$ cat src/inc/ovp_pkg.sv
// constants and types shared by the input overvoltage fault handler
package ovp_pkg;
    // register command codes
    localparam logic [7:0] THRESHOLD_ADDR = 8'h55;
    localparam logic [7:0] ACTION_ADDR = 8'h56;

    // threshold register layout
    localparam int THR_EXP_MSB = 15;
    localparam int THR_EXP_LSB = 11;
    localparam int THR_HI_MSB = 10;
    localparam int THR_HI_LSB = 8;
    localparam int THR_LO_MSB = 7;
    localparam int THR_LO_LSB = 0;
    localparam int MANT_W = 11;
    localparam int EXP_W = 3;
    localparam int VOLT_W = MANT_W + (1 << EXP_W) - 1;

    // action register layout
    localparam int ACT_RESP_MSB = 7;
    localparam int ACT_RESP_LSB = 6;
    localparam int ACT_RETRY_MSB = 5;
    localparam int ACT_RETRY_LSB = 3;
    localparam int ACT_DELAY_MSB = 2;
    localparam int ACT_DELAY_LSB = 0;

    // reset values
    localparam logic [10:0] THR_MANT_RESET = 11'h7ff;
    localparam logic [7:0] ACTION_RESET = 8'h00;

    localparam logic [2:0] RETRY_INFINITE = 3'h7;

    // timing
    localparam int CLK_PERIOD_NS = 100;
    localparam int MS_IN_NS = 1000000;
    localparam int CYCLES_PER_MS = MS_IN_NS / CLK_PERIOD_NS;
    localparam int MS_W = 12;

    typedef logic [MS_W-1:0] ms_t;
    typedef ms_t delay_table_t [8];

    // first delay in ms, doubling per code
    localparam delay_table_t DELAY1_MS = '{12'd10, 12'd20, 12'd40, 12'd80,
                                           12'd160, 12'd320, 12'd640, 12'd1280};
    // second delay in ms, spacing of retry attempts
    localparam delay_table_t DELAY2_MS = '{12'd252, 12'd558, 12'd924, 12'd1260,
                                           12'd1596, 12'd1932, 12'd2268, 12'd2604};

    typedef enum logic [1:0]
    {
        RESP_IGNORE = 2'h0,
        RESP_RIDE = 2'h1,
        RESP_RETRY = 2'h2,
        RESP_HOLD = 2'h3
    } resp_t;

    // gray steps along run -> ride -> off -> retry
    typedef enum logic [2:0]
    {
        ST_RUN = 3'h0,
        ST_RIDE = 3'h1,
        ST_OFF = 3'h3,
        ST_TRY = 3'h2,
        ST_HOLD = 3'h6,
        ST_LATCH = 3'h7
    } state_t;
endpackage

$ cat src/inc/ms_timer_if.sv
// control and status between the fault state machine and its millisecond timer
`timescale 1ns/1ps
interface ms_timer_if;
    logic start;
    logic [ovp_pkg::MS_W-1:0] load_ms;
    logic done;

    modport ctrl (output start, output load_ms, input done);
    modport timer (input start, input load_ms, output done);
endinterface

$ cat src/ms_timer.sv
// millisecond tick divider and down counter for the fault delays
`timescale 1ns/1ps
module ms_timer
#(
    parameter int CYCLES_PER_MS = ovp_pkg::CYCLES_PER_MS
)
(
    input wire logic clk,
    input wire logic rst,
    ms_timer_if.timer tif
);
    logic [15:0] div_ff;
    logic [15:0] nxt_div;
    logic [ovp_pkg::MS_W-1:0] ms_ff;
    logic [ovp_pkg::MS_W-1:0] nxt_ms;
    logic done_ff;
    logic nxt_done;
    logic tick;

    // start restarts the divider too, so the first ms is a full one
    always_comb
    begin
        tick = (div_ff == 16'(CYCLES_PER_MS - 1));
        nxt_div = tick ? 16'h0000 : div_ff + 16'h0001;
        nxt_ms = ms_ff;
        nxt_done = done_ff;
        if (tif.start)
        begin
            nxt_div = 16'h0000;
            nxt_ms = tif.load_ms;
            nxt_done = 1'b0;
        end
        else if (tick && !done_ff)
        begin
            if (ms_ff <= 12'h001)
                nxt_done = 1'b1;
            else
                nxt_ms = ms_ff - 12'h001;
        end
    end

    always_ff @(posedge clk)
    begin
        if (rst)
        begin
            div_ff <= 16'h0000;
            ms_ff <= 12'h000;
            done_ff <= 1'b1;
        end
        else
        begin
            div_ff <= nxt_div;
            ms_ff <= nxt_ms;
            done_ff <= nxt_done;
        end
    end

    assign tif.done = done_ff;
endmodule // ms_timer

$ cat src/input_overvoltage_fault_handler.sv
// input overvoltage threshold compare, register pair and fault response sequencer
`timescale 1ns/1ps
// How it works
// fault flagged while measured input voltage is above the programmed threshold
// threshold is an 11-bit mantissa, high 3 and low 8 bits, times 2^N
// threshold bits 15:11 read back the exponent N, writes there ignored
// response code 00 leaves the output on through the fault, though FAULT_ACTIVE still flags it
// code 01 rides through the first delay, then retries if fault remains
// code 10 shuts down at once and retries spaced by the second delay
// code 11 holds the output off until the fault clears, then re-enables
// the action register governs only this overvoltage channel
// retry field gives zero to six retries, code 111 retries forever
// retries exhausted with fault present keep output off until reset
// ms timer restarts on each new fault under codes 01 and 10 and on each retry attempt
module input_overvoltage_fault_handler
#(
    parameter int CYCLES_PER_MS = ovp_pkg::CYCLES_PER_MS
)
(
    input wire logic CLK_SYS,
    input wire logic RESET,
    input wire logic [7:0] REG_ADDR,
    input wire logic [15:0] REG_WDATA,
    input wire logic REG_WR,
    input wire logic REG_RD,
    output logic [15:0] REG_RDATA,
    output logic REG_RVALID,
    input wire logic [ovp_pkg::EXP_W-1:0] EXPONENT_N,
    input wire logic [ovp_pkg::VOLT_W-1:0] INPUT_LINE_VOLTAGE,
    output logic OUTPUT_ENABLE,
    output logic FAULT_ACTIVE,
    output logic LATCHED_OFF
);
    logic [ovp_pkg::MANT_W-1:0] mant_ff;
    logic [ovp_pkg::MANT_W-1:0] nxt_mant;
    logic [7:0] action_ff;
    logic [7:0] nxt_action;
    logic [15:0] rdata_ff;
    logic [15:0] nxt_rdata;
    logic rvalid_ff;
    logic nxt_rvalid;

    logic fault_ff;
    logic nxt_fault;
    logic [ovp_pkg::VOLT_W-1:0] limit;

    ovp_pkg::state_t state_ff;
    ovp_pkg::state_t nxt_state;
    logic [2:0] retries_ff;
    logic [2:0] nxt_retries;
    logic enable_ff;
    logic nxt_enable;

    ovp_pkg::resp_t resp;
    logic [2:0] retry_cfg;
    logic [2:0] delay_code;
    logic retry_left;

    ms_timer_if tif ();

    ms_timer #(
        .CYCLES_PER_MS(CYCLES_PER_MS)
    ) u_timer (
        .clk(CLK_SYS),
        .rst(RESET),
        .tif(tif)
    );

    // register file
    always_comb
    begin
        nxt_mant = mant_ff;
        nxt_action = action_ff;
        nxt_rdata = rdata_ff;
        nxt_rvalid = REG_RD;
        if (REG_WR)
        begin
            if (REG_ADDR == ovp_pkg::THRESHOLD_ADDR)
                nxt_mant = REG_WDATA[ovp_pkg::THR_HI_MSB:ovp_pkg::THR_LO_LSB];
            else if (REG_ADDR == ovp_pkg::ACTION_ADDR)
                nxt_action = REG_WDATA[7:0];
        end
        if (REG_RD)
        begin
            case (REG_ADDR)
                ovp_pkg::THRESHOLD_ADDR:
                    nxt_rdata = {2'h0, EXPONENT_N, mant_ff};
                ovp_pkg::ACTION_ADDR:
                    nxt_rdata = {8'h00, action_ff};
                default:
                    nxt_rdata = 16'h0000;
            endcase
        end
    end

    always_ff @(posedge CLK_SYS)
    begin
        if (RESET)
        begin
            mant_ff <= ovp_pkg::THR_MANT_RESET;
            action_ff <= ovp_pkg::ACTION_RESET;
            rdata_ff <= 16'h0000;
            rvalid_ff <= 1'b0;
        end
        else
        begin
            mant_ff <= nxt_mant;
            action_ff <= nxt_action;
            rdata_ff <= nxt_rdata;
            rvalid_ff <= nxt_rvalid;
        end
    end

    // threshold compare, registered to keep the comparator off the sequencer path
    always_comb
    begin
        limit = ovp_pkg::VOLT_W'(mant_ff) << EXPONENT_N;
        nxt_fault = INPUT_LINE_VOLTAGE > limit;
    end

    always_ff @(posedge CLK_SYS)
    begin
        if (RESET)
            fault_ff <= 1'b0;
        else
            fault_ff <= nxt_fault;
    end

    // response sequencer; its only inputs are this channel's fault, action bits and delay timer done
    always_comb
    begin
        resp = ovp_pkg::resp_t'(action_ff[ovp_pkg::ACT_RESP_MSB:ovp_pkg::ACT_RESP_LSB]);
        retry_cfg = action_ff[ovp_pkg::ACT_RETRY_MSB:ovp_pkg::ACT_RETRY_LSB];
        delay_code = action_ff[ovp_pkg::ACT_DELAY_MSB:ovp_pkg::ACT_DELAY_LSB];
        retry_left = (retry_cfg == ovp_pkg::RETRY_INFINITE) || (retries_ff != 3'h0);
        nxt_state = state_ff;
        nxt_retries = retries_ff;
        nxt_enable = enable_ff;
        tif.start = 1'b0;
        tif.load_ms = ovp_pkg::DELAY2_MS[delay_code];
        case (state_ff)
            ovp_pkg::ST_RUN:
            begin
                nxt_enable = 1'b1;
                if (fault_ff)
                begin
                    case (resp)
                        ovp_pkg::RESP_IGNORE:
                            nxt_state = ovp_pkg::ST_RUN;
                        ovp_pkg::RESP_RIDE:
                        begin
                            nxt_state = ovp_pkg::ST_RIDE;
                            tif.start = 1'b1;
                            tif.load_ms = ovp_pkg::DELAY1_MS[delay_code];
                        end
                        ovp_pkg::RESP_RETRY:
                        begin
                            nxt_state = ovp_pkg::ST_OFF;
                            nxt_enable = 1'b0;
                            nxt_retries = retry_cfg;
                            tif.start = 1'b1;
                        end
                        ovp_pkg::RESP_HOLD:
                        begin
                            nxt_state = ovp_pkg::ST_HOLD;
                            nxt_enable = 1'b0;
                        end
                        default:
                            nxt_state = ovp_pkg::ST_RUN;
                    endcase
                end
            end
            ovp_pkg::ST_RIDE:
            begin
                // output keeps running through the first delay
                if (!fault_ff)
                    nxt_state = ovp_pkg::ST_RUN;
                else if (tif.done)
                begin
                    nxt_state = ovp_pkg::ST_OFF;
                    nxt_enable = 1'b0;
                    nxt_retries = retry_cfg;
                    tif.start = 1'b1;
                end
            end
            ovp_pkg::ST_OFF:
            begin
                nxt_enable = 1'b0;
                if (tif.done && !tif.start)
                begin
                    if (retry_left)
                    begin
                        nxt_state = ovp_pkg::ST_TRY;
                        nxt_enable = 1'b1;
                        if (retry_cfg != ovp_pkg::RETRY_INFINITE)
                            nxt_retries = retries_ff - 3'h1;
                        tif.start = 1'b1;
                    end
                    else if (fault_ff)
                        nxt_state = ovp_pkg::ST_LATCH;
                    else
                    begin
                        nxt_state = ovp_pkg::ST_RUN;
                        nxt_enable = 1'b1;
                    end
                end
            end
            ovp_pkg::ST_TRY:
            begin
                // a retry counts as good once one spacing interval passes fault free
                if (fault_ff)
                begin
                    nxt_state = ovp_pkg::ST_OFF;
                    nxt_enable = 1'b0;
                    tif.start = 1'b1;
                end
                else if (tif.done)
                    nxt_state = ovp_pkg::ST_RUN;
            end
            ovp_pkg::ST_HOLD:
            begin
                nxt_enable = 1'b0;
                if (!fault_ff)
                begin
                    nxt_state = ovp_pkg::ST_RUN;
                    nxt_enable = 1'b1;
                end
            end
            ovp_pkg::ST_LATCH:
                nxt_enable = 1'b0;
            default:
            begin
                nxt_state = ovp_pkg::ST_LATCH;
                nxt_enable = 1'b0;
            end
        endcase
    end

    always_ff @(posedge CLK_SYS)
    begin
        if (RESET)
        begin
            state_ff <= ovp_pkg::ST_RUN;
            retries_ff <= 3'h0;
            enable_ff <= 1'b1;
        end
        else
        begin
            state_ff <= nxt_state;
            retries_ff <= nxt_retries;
            enable_ff <= nxt_enable;
        end
    end

    assign REG_RDATA = rdata_ff;
    assign REG_RVALID = rvalid_ff;
    assign OUTPUT_ENABLE = enable_ff;
    assign FAULT_ACTIVE = fault_ff;
    assign LATCHED_OFF = (state_ff == ovp_pkg::ST_LATCH);
endmodule // input_overvoltage_fault_handler

$ cat config.mk
export PLATFORM = sky130hd
export DESIGN_NAME = input_overvoltage_fault_handler
export DESIGN_NICKNAME = d
export VERILOG_FILES = /design/src/inc/ovp_pkg.sv /design/src/inc/ms_timer_if.sv /design/src/ms_timer.sv /design/src/input_overvoltage_fault_handler.sv
export SDC_FILE = /design/constraint.sdc
export NUM_CORES = 1
export LEC_CHECK = 0
export ABC_CLOCK_PERIOD_IN_PS = 3300
export BUFFER_PORTS_ARGS = -buffer_cell sky130_fd_sc_hd__buf_2
export CORE_ASPECT_RATIO = 0.9
export CORE_MARGIN = 2
export CORE_UTILIZATION = 30
export DETAILED_ROUTE_END_ITERATION = 16
export GPL_ROUTABILITY_DRIVEN = 0
export PLACE_DENSITY = 0.5
export SETUP_SLACK_MARGIN = 0.4
export SLEW_MARGIN = 0
export SYNTH_ARGS = -nofsm -noshare
export SYNTH_HDL_FRONTEND = slang
export SYNTH_SLANG_ARGS = --single-unit
$ cat constraint.sdc
create_clock -name CLK_SYS -period 3.3 [get_ports CLK_SYS]
set_clock_uncertainty 0.05 [all_clocks]
set_input_delay 0.33 -clock CLK_SYS [delete_from_list [all_inputs] [get_ports CLK_SYS]]
set_output_delay 0.33 -clock CLK_SYS [all_outputs]
set_load 0.1 [all_outputs]
==> summary by stage <==
Run status
The run finished with clean final reports.

Floorplan
The die covers 15900 µm². The overall die width is 133 µm. The floorplan step set the die height to 120 µm. The starting density of the core is 30.5%. The area of the core is 14700 µm². The number of placement rows is 42. The I/O pin count is 69.

Routing
Across all layers, the routed design uses 4076 vias. The post-route DRC violation count is 0. After detailed routing, the number of vias per cell comes to 5.05. Wires add up to 11700 µm.

The first routing iteration left 330 violations. The first detailed-routing pass ran for 5 iterations. The antenna violation net count after detailed routing is 0. The wire length per cell after detailed routing is 14.5 µm.

Power
The total power density per cell area is 423 nW/µm². In this run the static leakage power is 2.14 nW. The switching power total is 0.638 mW. The worst supply voltage drop on vdd is 254 µV. The share of power burned in combinational logic is 14.4%. The internal power consumption is 1.59 mW. The part of the power in registers is 40.1%. Power comes to 2.23 mW. The switching part of the total power is 28.6%. The clock network power share is 45.5%.

Global routing
The maximum number of pins on one net before global-route repair is 39. The global router's overall resource usage is 15.6%. The initial antenna violation count is 0. Summed over all layers, the global routing overflow is 0.

The number of global-route vias before repair is 3918. The wire length of the first global-routing pass is 19800 µm.

Worst setup path
The largest driver fanout on the critical path is 14. The endpoint type of the worst setup path is a flip-flop. The element type at the critical path start is a flip-flop. STA puts the critical path data arrival time at 2680 ps.

The data required time of the critical path is 3500 ps. The worst setup path category is flip-flop to flip-flop.

Timing
For the pin with the worst max-slew slack, the measured transition is 741 ps. The setup TNS after final layout is 0 ps. The final count of negative-setup-slack endpoints is 0. The total count of hold-check failures in the final report came to 0. Setup repair after global routing left no endpoint under its margin.

The maximum frequency from static timing analysis is 403 MHz. The tightest slew margin relative to the limit is 50.2%. The time the final worst path needs with I/O delays and setup is 2480 ps. The final-report max-slew violation count is 0.

The final period utilization is 75.2%. The final critical-path setup slack is 818 ps.

Layout
The number of antenna diodes is 0. From synthesis to final layout, the design area changed by 17.8%. Once layout is done, the placed cells without fillers occupy 5270 µm².

The net count of the finished layout is 685. Leaving out fill and tap cells, the most frequent cells in the layout are 71 x sky130_fd_sc_hd__dfxtp_1, 61 x sky130_fd_sc_hd__buf_2, 59 x sky130_fd_sc_hd__nand2_1. The post-layout instance count excluding filler cells is 807. The share of final-layout standard cells stronger than drive strength 1 is 17.4%. Registers take 1420 µm².

The footprint of the multi-input gates is 2840 µm². Leaving out fill and tap cells, the most frequent cell in the layout is sky130_fd_sc_hd__dfxtp_1. The fill cell instance count of the final layout is 1565.

Clock tree
The clock drives 71 sinks. The source-to-sink clock delay at the later pin of the worst-skew pair is 350 ps. The number of hold buffers added after CTS was 0. The number of levels the H-tree was split into is 3.

The number of setup buffers added after CTS is 0. The number of clock buffers added by TritonCTS is 9. The clock passes through at most 2 buffers. The post-CTS resize count is 0. The clock-pin slew on the worst setup and hold paths is 60 ps. The CTS tree is yes. The library cell used as clock root buffer is sky130_fd_sc_hd__clkbuf_16.

Synthesis
The number of enable-type register cells in the synthesized netlist is 0. The async set or reset register ratio after synthesis is 0%. The post-synthesis cell count is 557. Yosys printed 0 warnings. In the synthesized netlist the dominant register cell turns out to be sky130_fd_sc_hd__dfxtp_1.

The synthesized netlist contains 63 unique library cells. Counting flops and latches in the post-synthesis netlist gives 71. Each instance of the synthesized netlist takes up on average 8.03 µm². The total standard cell area after synthesis is 4470 µm². The portion of the post-synthesis area used by sequential elements is 31.8%.

Placed design
After detailed placement, the total cell area comes to 4960 µm². The worst-case setup slack after placement is 507 ps. The number of buffers added on ports is 61.

The total half-perimeter wirelength after legalization and detailed placement is 8750 µm. The number of placed cells counting well taps is 791.

Hold path
The worst hold path class is input port to flip-flop.

Flow run
Across the run, the number of max-cap violations was 0.
## critical path, cell delays in order (launching register included)
cell and delay (ps):
sky130_fd_sc_hd__dfxtp_1 420, sky130_fd_sc_hd__or4b_1 490, sky130_fd_sc_hd__or4_4 580, sky130_fd_sc_hd__a21o_4 260, sky130_fd_sc_hd__o31a_2 330, sky130_fd_sc_hd__a221oi_1 250
## registers in the layout, indices dropped and copies added (netlist names)
signal and count:
u_timer.div_ff 16, REG_RDATA 14, u_timer.ms_ff 12, mant_ff 11, action_ff 8, retries_ff 3, state_ff 3, FAULT_ACTIVE 1
OUTPUT_ENABLE 1, REG_RVALID 1, u_timer.tif.done 1
## kinds of logic after synthesis
kind of cell             share of synthesized area, %
AND/OR/NAND/NOR                                  24.3
multiplexers                                     7.38
XOR/XNOR                                         2.94
adder cells (fa/ha/maj)                          8.95
other                                          0.0838
buffers and inverters                            5.15
flip-flops                                       31.8
AO/OA/AOI/OAI                                    19.4
## through the flow
step | utilization [%] | hold WS, ps
2_1_floorplan | - | 368
3_3_place_gp | 33.8 | 381
3_5_place_dp | 33.8 | 396
4_1_cts | 35.9 | 135
5_1_grt | 35.9 | 150
6_report | 35.9 | 147
## worst paths after layout
kind	start	to	slack [ps]	cells past startpoint
setup / recovery	u_timer.div_ff[8]	u_timer.ms_ff[4]	820	5
hold / removal	REG_WDATA[8]	mant_ff[8]	150	3
setup reg to reg	u_timer.div_ff[8]	u_timer.ms_ff[4]	820	5
hold reg to reg	u_timer.div_ff[0]	u_timer.div_ff[0]	400	1
## power by group through the flow
stage / combinational (mW) / clock, mW / sequential [mW]
5_1_grt: 0.359 / 1.08 / 0.898
3_3_place_gp: 0.316 / 0 / 0.914
2_1_floorplan: 0.186 / 0 / 0.965
6_report: 0.322 / 1.01 / 0.895
3_5_place_dp: 0.321 / 0 / 0.914
4_1_cts: 0.322 / 1.04 / 0.895
## cells in the mapped netlist (11+ instances only)
master	instances	area [µm²]
sky130_fd_sc_hd__dfxtp_1	71	1420
sky130_fd_sc_hd__nand2_1	59	221
sky130_fd_sc_hd__nor2_1	49	184
sky130_fd_sc_hd__a21oi_1	35	175
sky130_fd_sc_hd__nand3_1	35	175
sky130_fd_sc_hd__o21ai_0	34	170
sky130_fd_sc_hd__ha_1	32	400
sky130_fd_sc_hd__clkbuf_1	28	105
sky130_fd_sc_hd__mux2i_1	24	240
sky130_fd_sc_hd__inv_1	21	78.8
sky130_fd_sc_hd__nand2b_1	17	106
sky130_fd_sc_hd__a211oi_1	11	82.6
## layer usage
layer  GRT usage (%)  up-vias  wire, µm
li1                -     2103         -
met1            21.7     1891      5820
met2            24.1       77      5230
met3            4.06        5       552
met4            3.70        0        87
met5               0        -         0
## layout make-up
class                   instances  area share (%)
clock buffers                  10            4.54
well taps                     198            4.70
multi-input cells             430            53.9
repair buffers                 70            7.08
inverters                      22            1.57
clock inverters                 6            1.28
flip-flops and latches         71            27.0
(Power assumes the default switching activity.)
